<file path="src/dfl_pkg.sv">
// Shared constants and types of the clock-filter and latch-control block.
`default_nettype none
package dfl_pkg;

  // ==========================================================================
  // Device register offsets
  localparam logic [11:0] DFL_ADR_TIME_LATCH  = 12'h900;
  localparam logic [11:0] DFL_ADR_SPD_START_L = 12'h930;
  localparam logic [11:0] DFL_ADR_SPD_START_H = 12'h931;
  localparam logic [11:0] DFL_ADR_TDIFF_DEPTH = 12'h934;
  localparam logic [11:0] DFL_ADR_SPEED_DEPTH = 12'h935;
  localparam logic [11:0] DFL_ADR_LATCH_MODE  = 12'h936;
  localparam logic [11:0] DFL_ADR_CYC_OWNER   = 12'h980;

  // ==========================================================================
  // Device fields and reset values
  localparam int          DFL_DEPTH_W         = 4;
  localparam logic [3:0]  DFL_TDIFF_DEPTH_RST = 4'h4;
  localparam logic [3:0]  DFL_SPEED_DEPTH_RST = 4'hC;
  localparam logic        DFL_LATCH_MODE_RST  = 1'b0;
  localparam logic [2:0]  DFL_CYC_OWNER_RST   = 3'h0;
  localparam int          DFL_LMODE_BIT       = 0;
  localparam int          DFL_CYC_BIT         = 0;
  localparam int          DFL_LATCH0_BIT      = 4;
  localparam int          DFL_LATCH1_BIT      = 5;

  // ==========================================================================
  // Controller register offsets, fields and reset values
  localparam logic [4:0]  DFL_CR_ACCESS      = 5'h00;
  localparam logic [4:0]  DFL_CR_GO          = 5'h04;
  localparam logic [4:0]  DFL_CR_CFG         = 5'h08;
  localparam logic [4:0]  DFL_CR_STATUS      = 5'h0C;
  localparam int          DFL_ACC_SIDE_BIT   = 12;
  localparam int          DFL_ACC_DATA_LSB   = 16;
  localparam int          DFL_GO_WR_BIT      = 0;
  localparam int          DFL_GO_RD_BIT      = 1;
  localparam int          DFL_CFG_LEGACY_BIT = 0;
  localparam int          DFL_CFG_START_LSB  = 16;
  localparam logic [15:0] DFL_START_RST      = 16'h1000;
  localparam logic        DFL_LEGACY_RST     = 1'b0;

  typedef enum logic [2:0] {
    DFL_IDLE,
    DFL_ISSUE,
    DFL_CAPT,
    DFL_FOL_LO,
    DFL_FOL_HI
  } dfl_state_t;

endpackage : dfl_pkg
`default_nettype wire

</file>
<file path="src/dfl_if.sv">
// Register access lines between the controller end and the device end.
`timescale 1ns/10ps
`default_nettype none
interface dfl_if;
  logic        net_wr;
  logic        net_rd;
  logic [11:0] net_addr;
  logic [7:0]  net_wdata;
  logic [7:0]  net_rdata;
  logic        host_wr;
  logic        host_rd;
  logic [11:0] host_addr;
  logic [7:0]  host_wdata;
  logic [7:0]  host_rdata;

  modport dev (
    input  net_wr, net_rd, net_addr, net_wdata,
    input  host_wr, host_rd, host_addr, host_wdata,
    output net_rdata, host_rdata
  );

  modport ctl (
    output net_wr, net_rd, net_addr, net_wdata,
    output host_wr, host_rd, host_addr, host_wdata,
    input  net_rdata, host_rdata
  );
endinterface : dfl_if
`default_nettype wire

</file>
<file path="src/dfl_dev.sv">
// Device end: filter depth, latch mode and cyclic ownership registers.
`timescale 1ns/10ps
`default_nettype none
// Summary of operation
// - Deviation computed by software after settling.
// - Local period is one minus deviation.
// - Difference depth four bits, resets to four.
// - Legacy: rewrite speed start after depth.
// - Speed depth four bits, resets to twelve.
// - Legacy: rewrite speed start after depth.
// - Depth writes only from time owner.
// - Forwarding mode arms stamps after latch write.
// - Reverse mode copies hidden stamps immediately.
// - Master keeps other frames off network.
// - Bit zero picks cyclic unit owner.
// - Bits four, five route latch units.
// - Host-owned time forces latch zero host.
module dfl_dev
  import dfl_pkg::*;
#(
  parameter bit NEWER_REV = 1'b1
)
(
  input  wire logic       clk,
  input  wire logic       nrst,
  dfl_if.dev              bus,
  input  wire logic       sys_time_host_ctrl,
  input  wire logic [1:0] latch_evt,
  output logic            tdiff_clear,
  output logic            speed_filt_clear,
  output logic            rx_stamp_arm,
  output logic            rx_stamp_copy,
  output logic [3:0]      tdiff_depth,
  output logic [3:0]      speed_depth,
  output logic            cyc_host_owned,
  output logic [1:0]      latch_host_owned,
  output logic [1:0]      net_latch_irq,
  output logic [1:0]      host_latch_irq
);

  // ==========================================================================
  // Read decoding
  function automatic logic [7:0] rd_sel(
    input logic [11:0] a,
    input logic [3:0]  td,
    input logic [3:0]  sd,
    input logic        lm,
    input logic        cy,
    input logic [1:0]  lo
  );
    logic [7:0] v;
    v = 8'h00;
    if (a == DFL_ADR_TDIFF_DEPTH)
      v = {4'h0, td};
    else if (a == DFL_ADR_SPEED_DEPTH)
      v = {4'h0, sd};
    else if (a == DFL_ADR_LATCH_MODE)
      v = {7'h00, lm};
    else if (a == DFL_ADR_CYC_OWNER)
      v = {2'b00, lo, 3'b000, cy};
    return v;
  endfunction : rd_sel

  // ==========================================================================
  // Input synchronisers
  // The ownership strap and latch inputs come from pins outside this domain.
  logic [1:0] own_sync_r;
  logic [1:0] latch_s1_r;
  logic [1:0] latch_s2_r;
  logic [1:0] latch_d_r;

  always_ff @(posedge clk or negedge nrst)
  begin
    if (!nrst)
    begin
      own_sync_r <= 2'b00;
      latch_s1_r <= 2'b00;
      latch_s2_r <= 2'b00;
      latch_d_r  <= 2'b00;
    end
    else
    begin
      own_sync_r <= {own_sync_r[0], sys_time_host_ctrl};
      latch_s1_r <= latch_evt;
      latch_s2_r <= latch_s1_r;
      latch_d_r  <= latch_s2_r;
    end
  end

  wire       st_host    = own_sync_r[1];
  wire [1:0] latch_rise = latch_s2_r & ~latch_d_r;

  // ==========================================================================
  // Write decoding
  logic [3:0] tdiff_depth_r;
  logic [3:0] speed_depth_r;
  logic       latch_mode_r;
  logic [2:0] cyc_own_r;

  wire       own_wr    = st_host ? bus.host_wr : bus.net_wr;
  wire [11:0] own_addr = st_host ? bus.host_addr : bus.net_addr;
  wire [7:0] own_wdata = st_host ? bus.host_wdata : bus.net_wdata;

  wire wr_tdiff = own_wr && (own_addr == DFL_ADR_TDIFF_DEPTH);
  wire wr_speed = own_wr && (own_addr == DFL_ADR_SPEED_DEPTH);
  wire wr_start = own_wr && ((own_addr == DFL_ADR_SPD_START_L) ||
                             (own_addr == DFL_ADR_SPD_START_H));

  wire wr_lmode = bus.net_wr && (bus.net_addr == DFL_ADR_LATCH_MODE);
  wire wr_cyc   = bus.net_wr && (bus.net_addr == DFL_ADR_CYC_OWNER);
  wire wr_latch = bus.net_wr && (bus.net_addr == DFL_ADR_TIME_LATCH);

  wire tdiff_clr_nxt = wr_start || (NEWER_REV && wr_tdiff);
  wire speed_clr_nxt = wr_start || (NEWER_REV && wr_speed);

  wire       cyc_host  = cyc_own_r[0];
  wire [1:0] latch_own = {cyc_own_r[2], cyc_own_r[1] || st_host};

  // ==========================================================================
  // Register file
  always_ff @(posedge clk or negedge nrst)
  begin
    if (!nrst)
    begin
      tdiff_depth_r <= DFL_TDIFF_DEPTH_RST;
      speed_depth_r <= DFL_SPEED_DEPTH_RST;
      latch_mode_r  <= DFL_LATCH_MODE_RST;
      cyc_own_r     <= DFL_CYC_OWNER_RST;
    end
    else
    begin
      if (wr_tdiff)
        tdiff_depth_r <= own_wdata[DFL_DEPTH_W-1:0];
      if (wr_speed)
        speed_depth_r <= own_wdata[DFL_DEPTH_W-1:0];
      if (wr_lmode)
        latch_mode_r <= bus.net_wdata[DFL_LMODE_BIT];
      if (wr_cyc)
        cyc_own_r <= {bus.net_wdata[DFL_LATCH1_BIT],
                      bus.net_wdata[DFL_LATCH0_BIT],
                      bus.net_wdata[DFL_CYC_BIT]};
    end
  end

  // ==========================================================================
  // Event pulses and read data
  // Read data stand for exactly one cycle, so stale values never linger.
  always_ff @(posedge clk or negedge nrst)
  begin
    if (!nrst)
    begin
      tdiff_clear      <= 1'b0;
      speed_filt_clear <= 1'b0;
      rx_stamp_arm     <= 1'b0;
      rx_stamp_copy    <= 1'b0;
      net_latch_irq    <= 2'b00;
      host_latch_irq   <= 2'b00;
      bus.net_rdata    <= 8'h00;
      bus.host_rdata   <= 8'h00;
    end
    else
    begin
      tdiff_clear      <= tdiff_clr_nxt;
      speed_filt_clear <= speed_clr_nxt;
      rx_stamp_arm     <= wr_latch && !latch_mode_r;
      rx_stamp_copy    <= wr_latch && latch_mode_r;
      net_latch_irq    <= latch_rise & ~latch_own;
      host_latch_irq   <= latch_rise & latch_own;
      bus.net_rdata    <= bus.net_rd ?
        rd_sel(bus.net_addr, tdiff_depth_r, speed_depth_r,
               latch_mode_r, cyc_host, latch_own) : 8'h00;
      bus.host_rdata   <= bus.host_rd ?
        rd_sel(bus.host_addr, tdiff_depth_r, speed_depth_r,
               latch_mode_r, cyc_host, latch_own) : 8'h00;
    end
  end

  assign tdiff_depth      = tdiff_depth_r;
  assign speed_depth      = speed_depth_r;
  assign cyc_host_owned   = cyc_host;
  assign latch_host_owned = latch_own;

endmodule : dfl_dev
`default_nettype wire

</file>
<file path="src/flat_wrapper.sv">
// flat-port wrapper written by rule: the top's interface ports become plain ports
module dfl_dev_flat import dfl_pkg::*;
#(
  parameter bit NEWER_REV = 1'b1
)
  (clk, nrst, sys_time_host_ctrl, latch_evt, tdiff_clear, speed_filt_clear, rx_stamp_arm, rx_stamp_copy, tdiff_depth, speed_depth, cyc_host_owned, latch_host_owned, net_latch_irq, host_latch_irq, bus_net_wr, bus_net_rd, bus_net_addr, bus_net_wdata, bus_host_wr, bus_host_rd, bus_host_addr, bus_host_wdata, bus_net_rdata, bus_host_rdata);
  dfl_if bus_i ();
  input  wire logic clk;
  input  wire logic nrst;
  input  wire logic sys_time_host_ctrl;
  input  wire logic [1:0] latch_evt;
  output logic tdiff_clear;
  output logic speed_filt_clear;
  output logic rx_stamp_arm;
  output logic rx_stamp_copy;
  output logic [3:0] tdiff_depth;
  output logic [3:0] speed_depth;
  output logic cyc_host_owned;
  output logic [1:0] latch_host_owned;
  output logic [1:0] net_latch_irq;
  output logic [1:0] host_latch_irq;
  input wire logic [$bits(bus_i.net_wr)-1:0] bus_net_wr;
  input wire logic [$bits(bus_i.net_rd)-1:0] bus_net_rd;
  input wire logic [$bits(bus_i.net_addr)-1:0] bus_net_addr;
  input wire logic [$bits(bus_i.net_wdata)-1:0] bus_net_wdata;
  input wire logic [$bits(bus_i.host_wr)-1:0] bus_host_wr;
  input wire logic [$bits(bus_i.host_rd)-1:0] bus_host_rd;
  input wire logic [$bits(bus_i.host_addr)-1:0] bus_host_addr;
  input wire logic [$bits(bus_i.host_wdata)-1:0] bus_host_wdata;
  output wire logic [$bits(bus_i.net_rdata)-1:0] bus_net_rdata;
  output wire logic [$bits(bus_i.host_rdata)-1:0] bus_host_rdata;
  assign bus_i.net_wr = bus_net_wr;
  assign bus_i.net_rd = bus_net_rd;
  assign bus_i.net_addr = bus_net_addr;
  assign bus_i.net_wdata = bus_net_wdata;
  assign bus_i.host_wr = bus_host_wr;
  assign bus_i.host_rd = bus_host_rd;
  assign bus_i.host_addr = bus_host_addr;
  assign bus_i.host_wdata = bus_host_wdata;
  assign bus_net_rdata = bus_i.net_rdata;
  assign bus_host_rdata = bus_i.host_rdata;
  dfl_dev #(.NEWER_REV(NEWER_REV)) u_core (.clk(clk), .nrst(nrst), .bus(bus_i), .sys_time_host_ctrl(sys_time_host_ctrl), .latch_evt(latch_evt), .tdiff_clear(tdiff_clear), .speed_filt_clear(speed_filt_clear), .rx_stamp_arm(rx_stamp_arm), .rx_stamp_copy(rx_stamp_copy), .tdiff_depth(tdiff_depth), .speed_depth(speed_depth), .cyc_host_owned(cyc_host_owned), .latch_host_owned(latch_host_owned), .net_latch_irq(net_latch_irq), .host_latch_irq(host_latch_irq));
endmodule
</file>
<file path="config.mk">
export PLATFORM = sky130hd
export DESIGN_NAME = dfl_dev_flat
export DESIGN_NICKNAME = d
export VERILOG_FILES = /design/src/dfl_pkg.sv /design/src/dfl_if.sv /design/src/dfl_dev.sv /design/src/flat_wrapper.sv
export SDC_FILE = /design/constraint.sdc
export NUM_CORES = 1
export LEC_CHECK = 0
export CAP_MARGIN = 20
export CORE_ASPECT_RATIO = 0.75
export CORE_MARGIN = 1
export CORE_UTILIZATION = 55
export DETAILED_ROUTE_END_ITERATION = 10
export DONT_BUFFER_PORTS = 1
export PLACE_DENSITY = 0.84
export SLEW_MARGIN = 40
export SYNTH_ARGS = -nofsm -noshare
export SYNTH_HDL_FRONTEND = slang
export SYNTH_SLANG_ARGS = --single-unit
</file>
<file path="constraint.sdc">
create_clock -name clk -period 1.85 [get_ports clk]
set_clock_uncertainty 0.2 [all_clocks]
set_input_delay 0 -clock clk [delete_from_list [all_inputs] [get_ports clk]]
set_output_delay 0 -clock clk [all_outputs]
set_load 0.05 [all_outputs]
</file>
# Word-level counts from Yosys, hierarchy flattened

Index checks and enable logic that the tools add are counted.

Bitwise operators: 5
Reductions and logical operators: 13
Equal/unequal tests: 13
Multiplexer cells: 13

Operator list:

| cell                                   | number |
|---|---|
| == test 12 bit (second input constant) | 13 |
| two-way mux 8 bit                      | 8 |
| two-way mux 12 bit                     | 1 |
| two-way mux 6 bit                      | 2 |
| logical AND 1 bit                      | 8 |
| AND 2 bit                              | 3 |
| logical OR 1 bit                       | 4 |
| two-way mux 4 bit                      | 1 |
| inverter 2 bit                         | 2 |
| zero test 1 bit                        | 1 |
| two-way mux 1 bit                      | 1 |

Input bits: 49
Output and inout port bits: 35
Logic and storage cells: 60
Flip-flop bits (word level): 44

# Longest topological paths before layout

Gate-level depths: netlist of run 1.

Depth after elaboration: 6
Depth in mapped cells: 5
Gate-level depth less buffers: 4

# Worst setup path after synthesis of run 1

OpenSTA, ideal clock, no wires.

Kind: register to register
Start: register u_core.own_sync_r[1]
End: register u_core.speed_depth_r[1] (netlist: u_core.speed_depth[1])
Arrival time: 1.410 ns
Required time: 1.522 ns
Clock period less this slack: 1.738 ns
Path slack: 0.112 ns
Library setup time: 0.128 ns
Buffers on the path: 0
Cell stages (with the launch flop): 5
Path through: dfrtp_1 -> or3_1 -> nor4_4 -> o21ai_2 -> mux2_1

Word-level cells in the longest chain between the ends: 3
Elaborated cells between the ends (all ways): 5
Classes of those cells: eq/ne (1); mux (3); reduce/logical (1)

RTL lines:

| item                   | line           | source |
|---|---|---|
| from (decl)            | dfl_dev.sv:67  | `logic [1:0] own_sync_r;` |
| from (signal assigned) | dfl_dev.sv:83  | `own_sync_r <= {own_sync_r[0], sys_time_host_ctrl};` |
| two-way mux 12 bit     | dfl_dev.sv:101 | `wire [11:0] own_addr = st_host ? bus.host_addr : bus.net_addr;` |
| == test 12 bit         | dfl_dev.sv:105 | `wire wr_speed = own_wr && (own_addr == DFL_ADR_SPEED_DEPTH);` |
| logical AND 1 bit      | dfl_dev.sv:105 |  |
| to (signal assigned)   | dfl_dev.sv:135 | `speed_depth_r <= own_wdata[DFL_DEPTH_W-1:0];` |
| to (decl)              | dfl_dev.sv:96  | `logic [3:0] speed_depth_r;` |

Parallel ways exist; a longest one is shown, timed or not.
A chain may end at the register's enable or synchronous reset.

# Worst setup path in the final report of run 1

Start: register u_core.tdiff_depth_r[2] (netlist: u_core.tdiff_depth[2])
End: register u_core.bus.host_rdata[2]

Word-level cells in the longest chain between the ends: 2

RTL lines:

| item                   | line           | source |
|---|---|---|
| from (decl)            | dfl_dev.sv:95  | `logic [3:0] tdiff_depth_r;` |
| from (signal assigned) | dfl_dev.sv:133 | `tdiff_depth_r <= own_wdata[DFL_DEPTH_W-1:0];` |
| two-way mux 8 bit      | dfl_dev.sv:53  | `if (a == DFL_ADR_TDIFF_DEPTH)` |
| two-way mux 8 bit      | dfl_dev.sv:172 | `bus.host_rdata <= bus.host_rd ?` |
| to (signal assigned)   | dfl_dev.sv:172 |  |
| to (decl)              | dfl_if.sv:19   | `output net_rdata, host_rdata` |

Every way passes these cells.

==> flow_summary.json, run 1 <==
{
  "status": "complete, but fails checks",
  "violations": "hold timing, setup timing",
  "cts_sinks": 40,
  "relSlewSlack_pct": 57.10,
  "ant_nets": 0,
  "num_vias": 1509,
  "routed_wirelength_um": 5471,
  "gr-usage-met3_pct": 9.375,
  "hold_violations": 8,
  "grt_overflow": 0,
  "first_pass_iters": 6,
  "clkLatencyLatePin_ps": 290,
  "met1_usage_pct": 41.78,
  "tightest_slew_ps": 637.6,
  "fin_crit_sh_pct": 103.2,
  "max-cap-violations": 0,
  "drive_gt1_share_pct": 25.37,
  "nFillCells": 135,
  "die_area_mm2": 0.003424,
  "initial_utilization_pct": 58.95,
  "async_reset_ff_share_pct": 100.0,
  "track_usage_pct": 32.99,
  "syn_inst": 146,
  "io_pins": 84,
  "worst_ep_required_time_ps": 1880,
  "hold_class": "in2reg",
  "dp_hpwl_um": 2745,
  "fmax_mhz": 523.8,
  "avgSynthCellArea_um2": 12.02,
  "yosysWarnings": 0,
  "path_class": "reg2reg",
  "use_met2_pct": 51.67,
  "wl_per_cell_um": 22.89,
  "power.total_w": 0.001927,
  "synthFlopType": "dfrtp_1",
  "place_congestion": 0.8651,
  "drtIter0Drc": 154,
  "fin_hold_ws_ps": -118.8,
  "die_height_um": 50.93,
  "cts.path.max_buffers": 2,
  "yosys.cell_types.count": 35,
  "post-route-drc-count": 0,
  "synth-seq-cells": 40,
  "area_growth_pct": 41.84,
  "critPathMaxFanout": 4,
  "grt_pass1_vias": 1480,
  "fin_ws_ps": -59.30,
  "core_mm2": 0.002978,
  "root_buffer": "clkbuf_8",
  "cts_tree": "done",
  "setup_viol": 12,
  "path_clk_slew_ps": 80,
  "regToRegSetupSlack_ps": -60,
  "die_w_um": 67.24,
  "via_per_inst": 6.314,
  "ir_worst_vdd_uv": 852.7,
  "antenna_found_initial": 0,
  "row_count": 17,
  "period_needed_ps": 1909,
  "p_per_area_mw_per_mm2": 774.0,
  "pre_cts_slack_ps": 2.234,
  "synth_edf_count": 0,
  "grt_max_degree": 41,
  "port_buffers": 0,
  "antenna_cells": 0,
  "rsz0062_at_grt": "yes",
  "synth_area_mm2": 0.001755,
  "fin_nets": 250,
  "cts_made_buffers": 5,
  "top_usage_layer": "met2",
  "grt_pass1_wl_um": 7803,
  "start_kind": "register",
  "arrival_ps": 1940,
  "yosysSeqAreaShare_pct": 57.23,
  "power_leakage_nw": 1.137,
  "end_kind": "register",
  "drv_slew": 0,
  "htreeDepth": 2
}
-- sequential cells by signal, indices dropped and copies added (netlist names), 3 cells and up --
signal                 count
u_core.tdiff_depth         4
u_core.speed_depth         4
u_core.bus.net_rdata       6
u_core.cyc_own_r           3
u_core.bus.host_rdata      6
-- worst max-delay path: stages (launching register included) --
cell           delay (ps)
dfstp_2               720
mux2i_1               170
nor2_1                180
dlygate4sd3_1         570
-- repair_timing --
item / in CTS / in global routing
pin swaps: 0 / 6
hold buffers: 42 / 1
setup endpoints to repair: 5 / 23
hold endpoints to repair: 71 / 9
resized for setup: 2 / 18
buffers inserted: 0 / 4
-- kinds of logic (layout without fill, tap and decap cells) --
| family | Yosys count | after routing | synth area share [%] |
|---|---|---|---|
| AND/OR/NAND/NOR | 61 | 61 | 20.88 |
| flip-flops | 40 | 40 | 57.23 |
| multiplexers | 22 | 22 | 13.69 |
| buffers and inverters | 13 | 65 | 3.920 |
| AO/OA/AOI/OAI | 9 | 9 | 4.063 |
| other | 1 | 4 | 0.2136 |
-- per-layer routing --
| layer | up-vias | wire, um | share of wire, % |
|---|---|---|---|
| li1 | 619 | - | - |
| met1 | 751 | 2089 | 38 |
| met2 | 113 | 2677 | 49 |
| met3 | 26 | 468 | 8.6 |
| met4 | 0 | 236 | 4.3 |
| met5 | - | 0 | 0 |
-- cell type report --
type	instances	area [um^2]	area share [%]
sequential	40	1005	40.35
multi-input combinational	96	762.0	30.60
timing repair buffer	53	528.0	21.21
clock buffer	5	68.82	2.764
clock inverter	2	60.06	2.412
tap	38	47.55	1.910
inverter	5	18.77	0.7538
-- worst paths after layout --
kind / depth (start not counted) / startpoint / endpoint
setup / recovery: 3 / u_core.tdiff_depth[2]$_DFFE_PN1P_ / u_core.bus.host_rdata[2]$_DFF_PN0_
hold / removal: 3 / bus_host_addr[6] / u_core.bus.host_rdata[0]$_DFF_PN0_
setup reg to reg: 3 / u_core.tdiff_depth[2]$_DFFE_PN1P_ / u_core.bus.host_rdata[2]$_DFF_PN0_
hold reg to reg: 0 / u_core.own_sync_r[0]$_DFF_PN0_ / u_core.own_sync_r[1]$_DFF_PN0_
max in group asynchronous: 3 / nrst / u_core.speed_depth[2]$_DFFE_PN1P_
min in group asynchronous: 3 / nrst / u_core.own_sync_r[1]$_DFF_PN0_
-- through the flow --
step	hold slack [ps]	TNS (ps)	instance area, um^2	utilization [%]	std cells
5_1_grt	-123.4	-954.7	2490	83.61	239
3_3_place_gp	-494.7	0	1809	60.76	185
6_report	-118.8	-268.6	2490	83.61	239
2_1_floorplan	-495.6	0	1767	-	149
4_1_cts	-198.5	0	2377	79.83	234
3_5_place_dp	-494.5	0	1809	60.76	185
-- report_power, final --
group | switching, W | internal, W | total [W]
Sequential | 0.0000200 | 0.000887 | 0.000907
Combinational | 0.000105 | 0.0000845 | 0.000190
Clock | 0.000300 | 0.000531 | 0.000831
Total | 0.000425 | 0.00150 | 0.00193
-- cells in the final DEF, fill, tap and decap left out, types with 4 or more instances in the layout --
cell / synthesis / final
clkbuf_8: 0 / 5
mux2i_1: 6 / 6
dlygate4sd3_1: 0 / 37
nand3_1: 5 / 5
buf_4: 5 / 10
nand2_1: 7 / 6
conb_1: 1 / 4
nor2_1: 19 / 17
mux2_2: 8 / 8
inv_1: 5 / 5
dlymetal6s4s_1: 0 / 5
dfrtp_1: 37 / 37
mux2_1: 8 / 5
-- cell usage after synthesis, types with 2 or more instances --
cell      count  area [um^2]
buf_4         5        37.54
clkbuf_1      2        7.510
dfrtp_1      37        925.9
dfstp_2       3        78.83
inv_1         5        18.77
mux2_1        8        90.09
mux2_2        8        90.09
mux2i_1       6        60.06
nand2_1       7        26.28
nand2b_1      2        12.51
nand3_1       5        25.02
nand4b_1      2        17.52
nor2_1       19        71.32
nor3_1        4        20.02
nor3b_1       3        22.52
nor4_1        5        31.28
nor4_4        2        42.54
o21ai_0       2        10.01
o21ai_2       2        17.52
or2_2         3        18.77
or4_1         2        15.01
(Power assumes the default switching activity.)
==> run 2, diff against run 1 <==
--- a/config.mk
+++ b/config.mk
@@ -8,3 +8,3 @@
 export CAP_MARGIN = 20
-export CORE_ASPECT_RATIO = 0.75
+export CORE_ASPECT_RATIO = 1.25
 export CORE_MARGIN = 1
==> constraint.sdc (replaced) <==
create_clock -name clk -period 1.85 [get_ports clk]
set_clock_uncertainty 0.2 [all_clocks]
set_input_delay 0.4625 -clock clk [delete_from_list [all_inputs] [get_ports clk]]
set_output_delay 0.4625 -clock clk [all_outputs]
set_load 0.05 [all_outputs]
==> run 2 against run 1 <==
Net effect: the flow finishes with violations (setup timing); hold slack improved by 150 ps; utilization decreased by 15 points; clock power decreased by 50%; first-iteration DRC count decreased by 77%; routed wire length decreased by 30%; sequential share of layout area increased by 8.1 points; critical path depth increased by 2; largest power group unchanged; clock-buffer cell count increased by 1; total power decreased by 25%; die area about the same; non-clock buffer count decreased by 36; flip-flop and latch count unchanged.
==> flow_summary.json, run 2 (synthesized netlist as in run 1, its figures left out) <==
{
  "status": "complete, but fails checks",
  "violations": "setup timing",
  "top_regs": "u_core.bus.host_rdata: 6 flops, u_core.bus.net_rdata: 6 flops",
  "path_class": "in2reg",
  "clkLatencyLatePin_ps": 330,
  "ir_worst_vdd_uv": 491.6,
  "grt_max_degree": 41,
  "htreeDepth": 2,
  "ant_nets": 0,
  "tightest_slew_ps": 552.3,
  "port_buffers": 0,
  "fin_tns_setup_ps": -51.54,
  "routed_wirelength_um": 3811,
  "combPwrFrac_pct": 8.4,
  "fin_crit_sh_pct": 100.9,
  "rsz0062_at_grt": "yes",
  "period_needed_ps": 1867,
  "core_mm2": 0.003000,
  "first_pass_iters": 4,
  "drv_slew": 0,
  "grt_overflow": 0,
  "r2r-start": "u_core.own_sync_r[1]$_DFF_PN0_",
  "layout_common_cells": "dfrtp_1 (37), nor2_1 (17), buf_4 (9)",
  "antenna_cells": 0,
  "fin_ws_ps": -16.69,
  "p_sw_share_pct": 25.13,
  "relSlewSlack_pct": 63.18,
  "place_congestion": 0.8575,
  "fmax_mhz": 535.7,
  "fin_nets": 214,
  "antenna_found_initial": 0,
  "cts.path.max_buffers": 2,
  "nFillCells": 213,
  "cts_made_buffers": 5,
  "r2r_end": "u_core.tdiff_depth[0]$_DFFE_PN0P_",
  "hold_violations": 0,
  "seqCellArea_mm2": 0.001005,
  "power_frac_seq_pct": 62.7,
  "row_count": 22,
  "via_per_inst": 6.005,
  "drive_gt1_share_pct": 32.53,
  "r2r_cells": 5,
  "p_switching_w": 0.0003638,
  "area_growth_pct": 18.10,
  "drtIter0Drc": 36,
  "hold_class": "in2reg",
  "dpl_cell_area_mm2": 0.001869,
  "post-route-drc-count": 0,
  "dp_hpwl_um": 2843,
  "grt_pass1_wl_um": 6327,
  "die_w_um": 52.53,
  "num_vias": 1213,
  "p_int_w": 0.001084,
  "stdcell_area_mm2": 0.002073,
  "dp_cells": 185,
  "power.total_w": 0.001448,
  "die_area_mm2": 0.003423,
  "hold_depth": 2,
  "setup_viol": 5,
  "power_leakage_nw": 0.9230,
  "regToRegSetupSlack_ps": 50,
  "worst_ep_required_time_ps": 1870,
  "arrival_ps": 1880,
  "min_from": "bus_host_rd",
  "final_common_cell": "dfrtp_1",
  "max-cap-violations": 0,
  "root_buffer": "clkbuf_4",
  "clkPwrFrac_pct": 28.9,
  "grt_pass1_vias": 1388,
  "post-route-util_pct": 69.10,
  "die_height_um": 65.17,
  "hold_path_end": "u_core.bus.host_rdata[0]$_DFF_PN0_",
  "track_usage_pct": 25.45,
  "cts_tree": "done",
  "p_per_area_mw_per_mm2": 698.2,
  "initial_utilization_pct": 58.51,
  "path_clk_slew_ps": 120,
  "io_pins": 84,
  "start_kind": "input port",
  "cts_sinks": 40,
  "wl_per_cell_um": 18.87,
  "critPathMaxFanout": 4,
  "end_kind": "register",
  "final_cells": 202,
  "multiInputGateArea_um2": 790.8
}
## run 2: through the flow
stage / setup slack (ps) / hold WS (ps)
floorplan: -190.5 / -33.09
global placement: -252.1 / -32.44
detailed placement: -299.5 / -32.40
CTS: -7.175 / 25.97
global route: -67.07 / 8.120
finish: -16.69 / 28.11
## run 2: critical path: stages
cell and delay, ps:
or4b_4 550, nor4_4 270, buf_4 180, o21ai_4 90
mux2_4 320
## run 2: how the worst max path moves through the flow
stage	from	endpoint	slack, ps	cells after the start
2_1_floorplan	bus_net_addr[6]	u_core.cyc_own_r[0]$_DFFE_PN0P_	-190	4
3_3_place_gp	bus_host_addr[3]	u_core.speed_depth[1]$_DFFE_PN0P_	-250	4
3_5_place_dp	bus_net_addr[6]	u_core.tdiff_depth[0]$_DFFE_PN0P_	-300	4
4_1_cts	u_core.own_sync_r[1]$_DFF_PN0_	latch_host_owned[0]	-7	4
5_1_grt	bus_net_addr[10]	u_core.speed_depth[1]$_DFFE_PN0P_	-70	5
6_report	bus_net_addr[10]	u_core.tdiff_depth[0]$_DFFE_PN0P_	-20	5
## run 2: timing repair
item / CTS / global route
setup endpoints to repair: 9 / 9
resized for setup: 11 / 3
pin swaps: 5 / 0
hold buffers: 6 / 0
setup buffers: 3 / 0
hold endpoints to repair: 45 / 0
## run 2: layout make-up
class	instances	share of cell area [%]
sequential	40	48.46
clock buffer	6	1.992
inverter	5	0.9052
tap	36	2.173
timing repair buffer	17	7.725
clock inverter	2	0.6035
multi-input combinational	96	38.14
## run 2: per-layer routing
layer  vias to the layer above  track usage [%]  wire length (um)
met5                         -                0                 0
met4                         0            6.250                29
met3                         6            8.565               263
met2                        53            48.26              2202
met1                       607            25.59              1316
li1                        547                -                 -
## run 2: power by group through the flow
| stage | sequential (W) | combinational [W] | clock [W] |
|---|---|---|---|
| 3_3_place_gp | 0.000923 | 0.0000790 | 0 |
| 5_1_grt | 0.000910 | 0.000132 | 0.000463 |
| 4_1_cts | 0.000908 | 0.000121 | 0.000425 |
| 3_5_place_dp | 0.000924 | 0.0000814 | 0 |
| 2_1_floorplan | 0.000922 | 0.0000858 | 0 |
| 6_report | 0.000908 | 0.000121 | 0.000419 |
==> run 3, diff against run 2 <==
ABC_AREA = 1   (was not set)
CORE_UTILIZATION = 56   (was 55)
PLACE_DENSITY = 0.85   (was 0.84)
==> run 3 against run 2 <==
Net effect: the run now ends clean; non-clock buffer count is 5 lower; via count is 26% higher; design area is 4.7% higher; synthesized cell count is 59% higher; total power is 24% higher; sequential share of layout area is 2.1 points lower; largest power group unchanged.
==> flow_summary.json, run 3 <==
{
  "drtIter0Drc": 44,
  "fin_nets": 296,
  "cts_sinks": 40,
  "dpl_cell_area_mm2": 0.001986,
  "layout_common_cells": "nand2_1 (65), dfrtp_1 (36), nor2_1 (28)",
  "cts_post_setup_buffers_inserted": 0,
  "first_pass_iters": 4,
  "path_class": "reg2out",
  "synth_edf_count": 0,
  "start_kind": "register",
  "p_per_area_mw_per_mm2": 827.5,
  "fin_tns_setup_ps": 0,
  "syn_inst": 232,
  "hold_class": "in2reg",
  "routed_wirelength_um": 4015,
  "synth-seq-cells": 40,
  "cts_made_buffers": 5,
  "antenna_found_initial": 0,
  "stdcell_area_mm2": 0.002171,
  "path_clk_slew_ps": 80,
  "p_sw_share_pct": 23.82,
  "clkLatencyLatePin_ps": 300,
  "grt_pass1_wl_um": 6299,
  "hold_violations": 0,
  "die_height_um": 67.63,
  "final_common_cell": "nand2_1",
  "synth_common_cells": "nand2_1 (65), dfrtp_1 (37), nor2_1 (29), inv_1 (26), nand3_1 (19)",
  "synth_area_mm2": 0.001929,
  "yosys.cell_types.count": 26,
  "track_usage_pct": 24.67,
  "yosysSeqAreaShare_pct": 52.08,
  "synth.most_common_cell": "nand2_1",
  "post-route-drc-count": 0,
  "synth_top_area_cell": "dfrtp_1",
  "power_frac_seq_pct": 50.6,
  "clkPwrFrac_pct": 41.8,
  "rsz0062_at_grt": "no",
  "synthFlopType": "dfrtp_1",
  "row_count": 23,
  "yosysWarnings": 0,
  "async_reset_ff_share_pct": 100.0,
  "port_buffers": 0,
  "core_mm2": 0.003252,
  "grt_pass1_vias": 1406,
  "period_needed_ps": 1751,
  "drv_slew": 0,
  "antenna_cells": 0,
  "die_area_mm2": 0.003686,
  "p_switching_w": 0.0004279,
  "end_kind": "output port",
  "dp_hpwl_um": 3116,
  "setup_viol": 0,
  "grt_overflow": 0,
  "root_buffer": "clkbuf_8",
  "p_int_w": 0.001368,
  "combPwrFrac_pct": 7.6,
  "ir_worst_vdd_uv": 727.1,
  "io_pins": 84,
  "area_growth_pct": 12.52,
  "ant_nets": 0,
  "critPathMaxFanout": 9,
  "cts_tree": "done",
  "die_w_um": 54.50,
  "num_vias": 1525,
  "place_congestion": 0.8266,
  "cts.path.max_buffers": 2,
  "via_per_inst": 5.351,
  "wl_per_cell_um": 14.09,
  "max-cap-violations": 0,
  "fmax_mhz": 571.0,
  "drive_gt1_share_pct": 12.10,
  "worst_ep_required_time_ps": 1190,
  "power.total_w": 0.001796,
  "netlist_top_cells_area": "dfrtp_1 (48%), nand2_1 (13%), nor2_1 (5.6%), inv_1 (5.1%), nand3_1 (4.9%)",
  "tightest_slew_ps": 566.2,
  "top_regs": "u_core.bus.host_rdata: 6 flops, u_core.bus.net_rdata: 6 flops",
  "relSlewSlack_pct": 62.25,
  "dp_cells": 272,
  "fin_crit_sh_pct": 94.67,
  "grt_max_degree": 41,
  "initial_utilization_pct": 59.33,
  "power_leakage_nw": 1.113,
  "avgSynthCellArea_um2": 8.316,
  "arrival_ps": 1090,
  "status": "completed",
  "synth_top_area_share_pct": 47.99,
  "final_cells": 285,
  "htreeDepth": 2
}
==> run 3: cell types whose count changed in the layout (fill, tap and decap cells not counted), sizes merged, moves of 3 or more <==
cell,previous run,this run
buf,12,8
inv,5,26
a21oi,0,4
mux2,16,0
mux2i,6,0
or2,3,0
nand2,7,66
o21ai,4,12
nor3,4,8
nand3,5,21
nor2,19,31
nor4,7,2
nand4,0,10
==> run 3: power by group through the flow <==
stage,Clock [W],Combinational (W),Sequential (W)
finish,0.000750,0.000137,0.000909
detailed placement,0,0.000108,0.000926
CTS,0.000753,0.000138,0.000909
global route,0.000788,0.000153,0.000910
global placement,0,0.000105,0.000925
floorplan,0,0.0000996,0.000923
==> run 3: worst paths after layout <==
check                                                     from                                 end  slack [ps]  depth (start not counted)
min in group asynchronous                                 nrst  u_core.bus.host_rdata[0]$_DFF_PN0_         440                          2
max in group asynchronous                                 nrst   u_core.tdiff_depth[2]$_DFFE_PN1P_         750                          2
worst min register to register  u_core.latch_s1_r[1]$_DFF_PN0_      u_core.latch_s2_r[1]$_DFF_PN0_         150                          0
worst min-delay path                               bus_host_rd  u_core.bus.host_rdata[3]$_DFF_PN0_         120                          2
worst max-delay path            u_core.own_sync_r[1]$_DFF_PN0_                 latch_host_owned[0]         100                          2
worst max register to register  u_core.own_sync_r[1]$_DFF_PN0_   u_core.speed_depth[0]$_DFFE_PN0P_         160                          6
==> run 3: logic make-up (layout without fill, tap and decap cells) <==
logic type             after synthesis  in the layout  share of synthesized area, %
AND/OR/NAND/NOR                    140            140                         33.46
flip-flops                          40             40                         52.08
buffers and inverters               33             46                         7.847
AO/OA/AOI/OAI                       18             18                         6.420
other                                1              4                        0.1944
==> run 3: repair_timing <==
action	CTS	global route
endpoints found under the hold margin	43	0
resized for setup	2	1
hold buffers	5	0
endpoints found under the setup margin	1	3
==> run 3: per-layer routing <==
layer	track usage [%]	up-vias	share of wire [%]
met5	0	-	0
met4	7.692	0	1.7
met3	8.784	10	7.2
met2	42.99	59	52
met1	27.23	685	39
li1	-	771	-
==> run 3: per-stage QoR <==
stage,hold slack (ps),setup slack (ps),utilization (%)
4_1_cts,121.0,58.43,66.72
6_report,124.7,98.62,66.76
2_1_floorplan,-33.09,92.47,-
5_1_grt,119.6,49.76,66.76
3_3_place_gp,-32.39,145.0,61.06
3_5_place_dp,-32.39,94.38,61.06
==> run 3: layout make-up <==
type / count / area (um^2)
multi-input combinational: 162 / 787.0
clock buffer: 6 / 82.58
tap: 37 / 46.29
fill: 270 / 1081
timing repair buffer: 12 / 112.6
inverter: 26 / 97.59
clock inverter: 2 / 38.79
sequential: 40 / 1006
==> run 3: critical path: stages, from the launching register on <==
cell     delay [ps]
dfrtp_2         480
nor2_2          160
inv_2           150
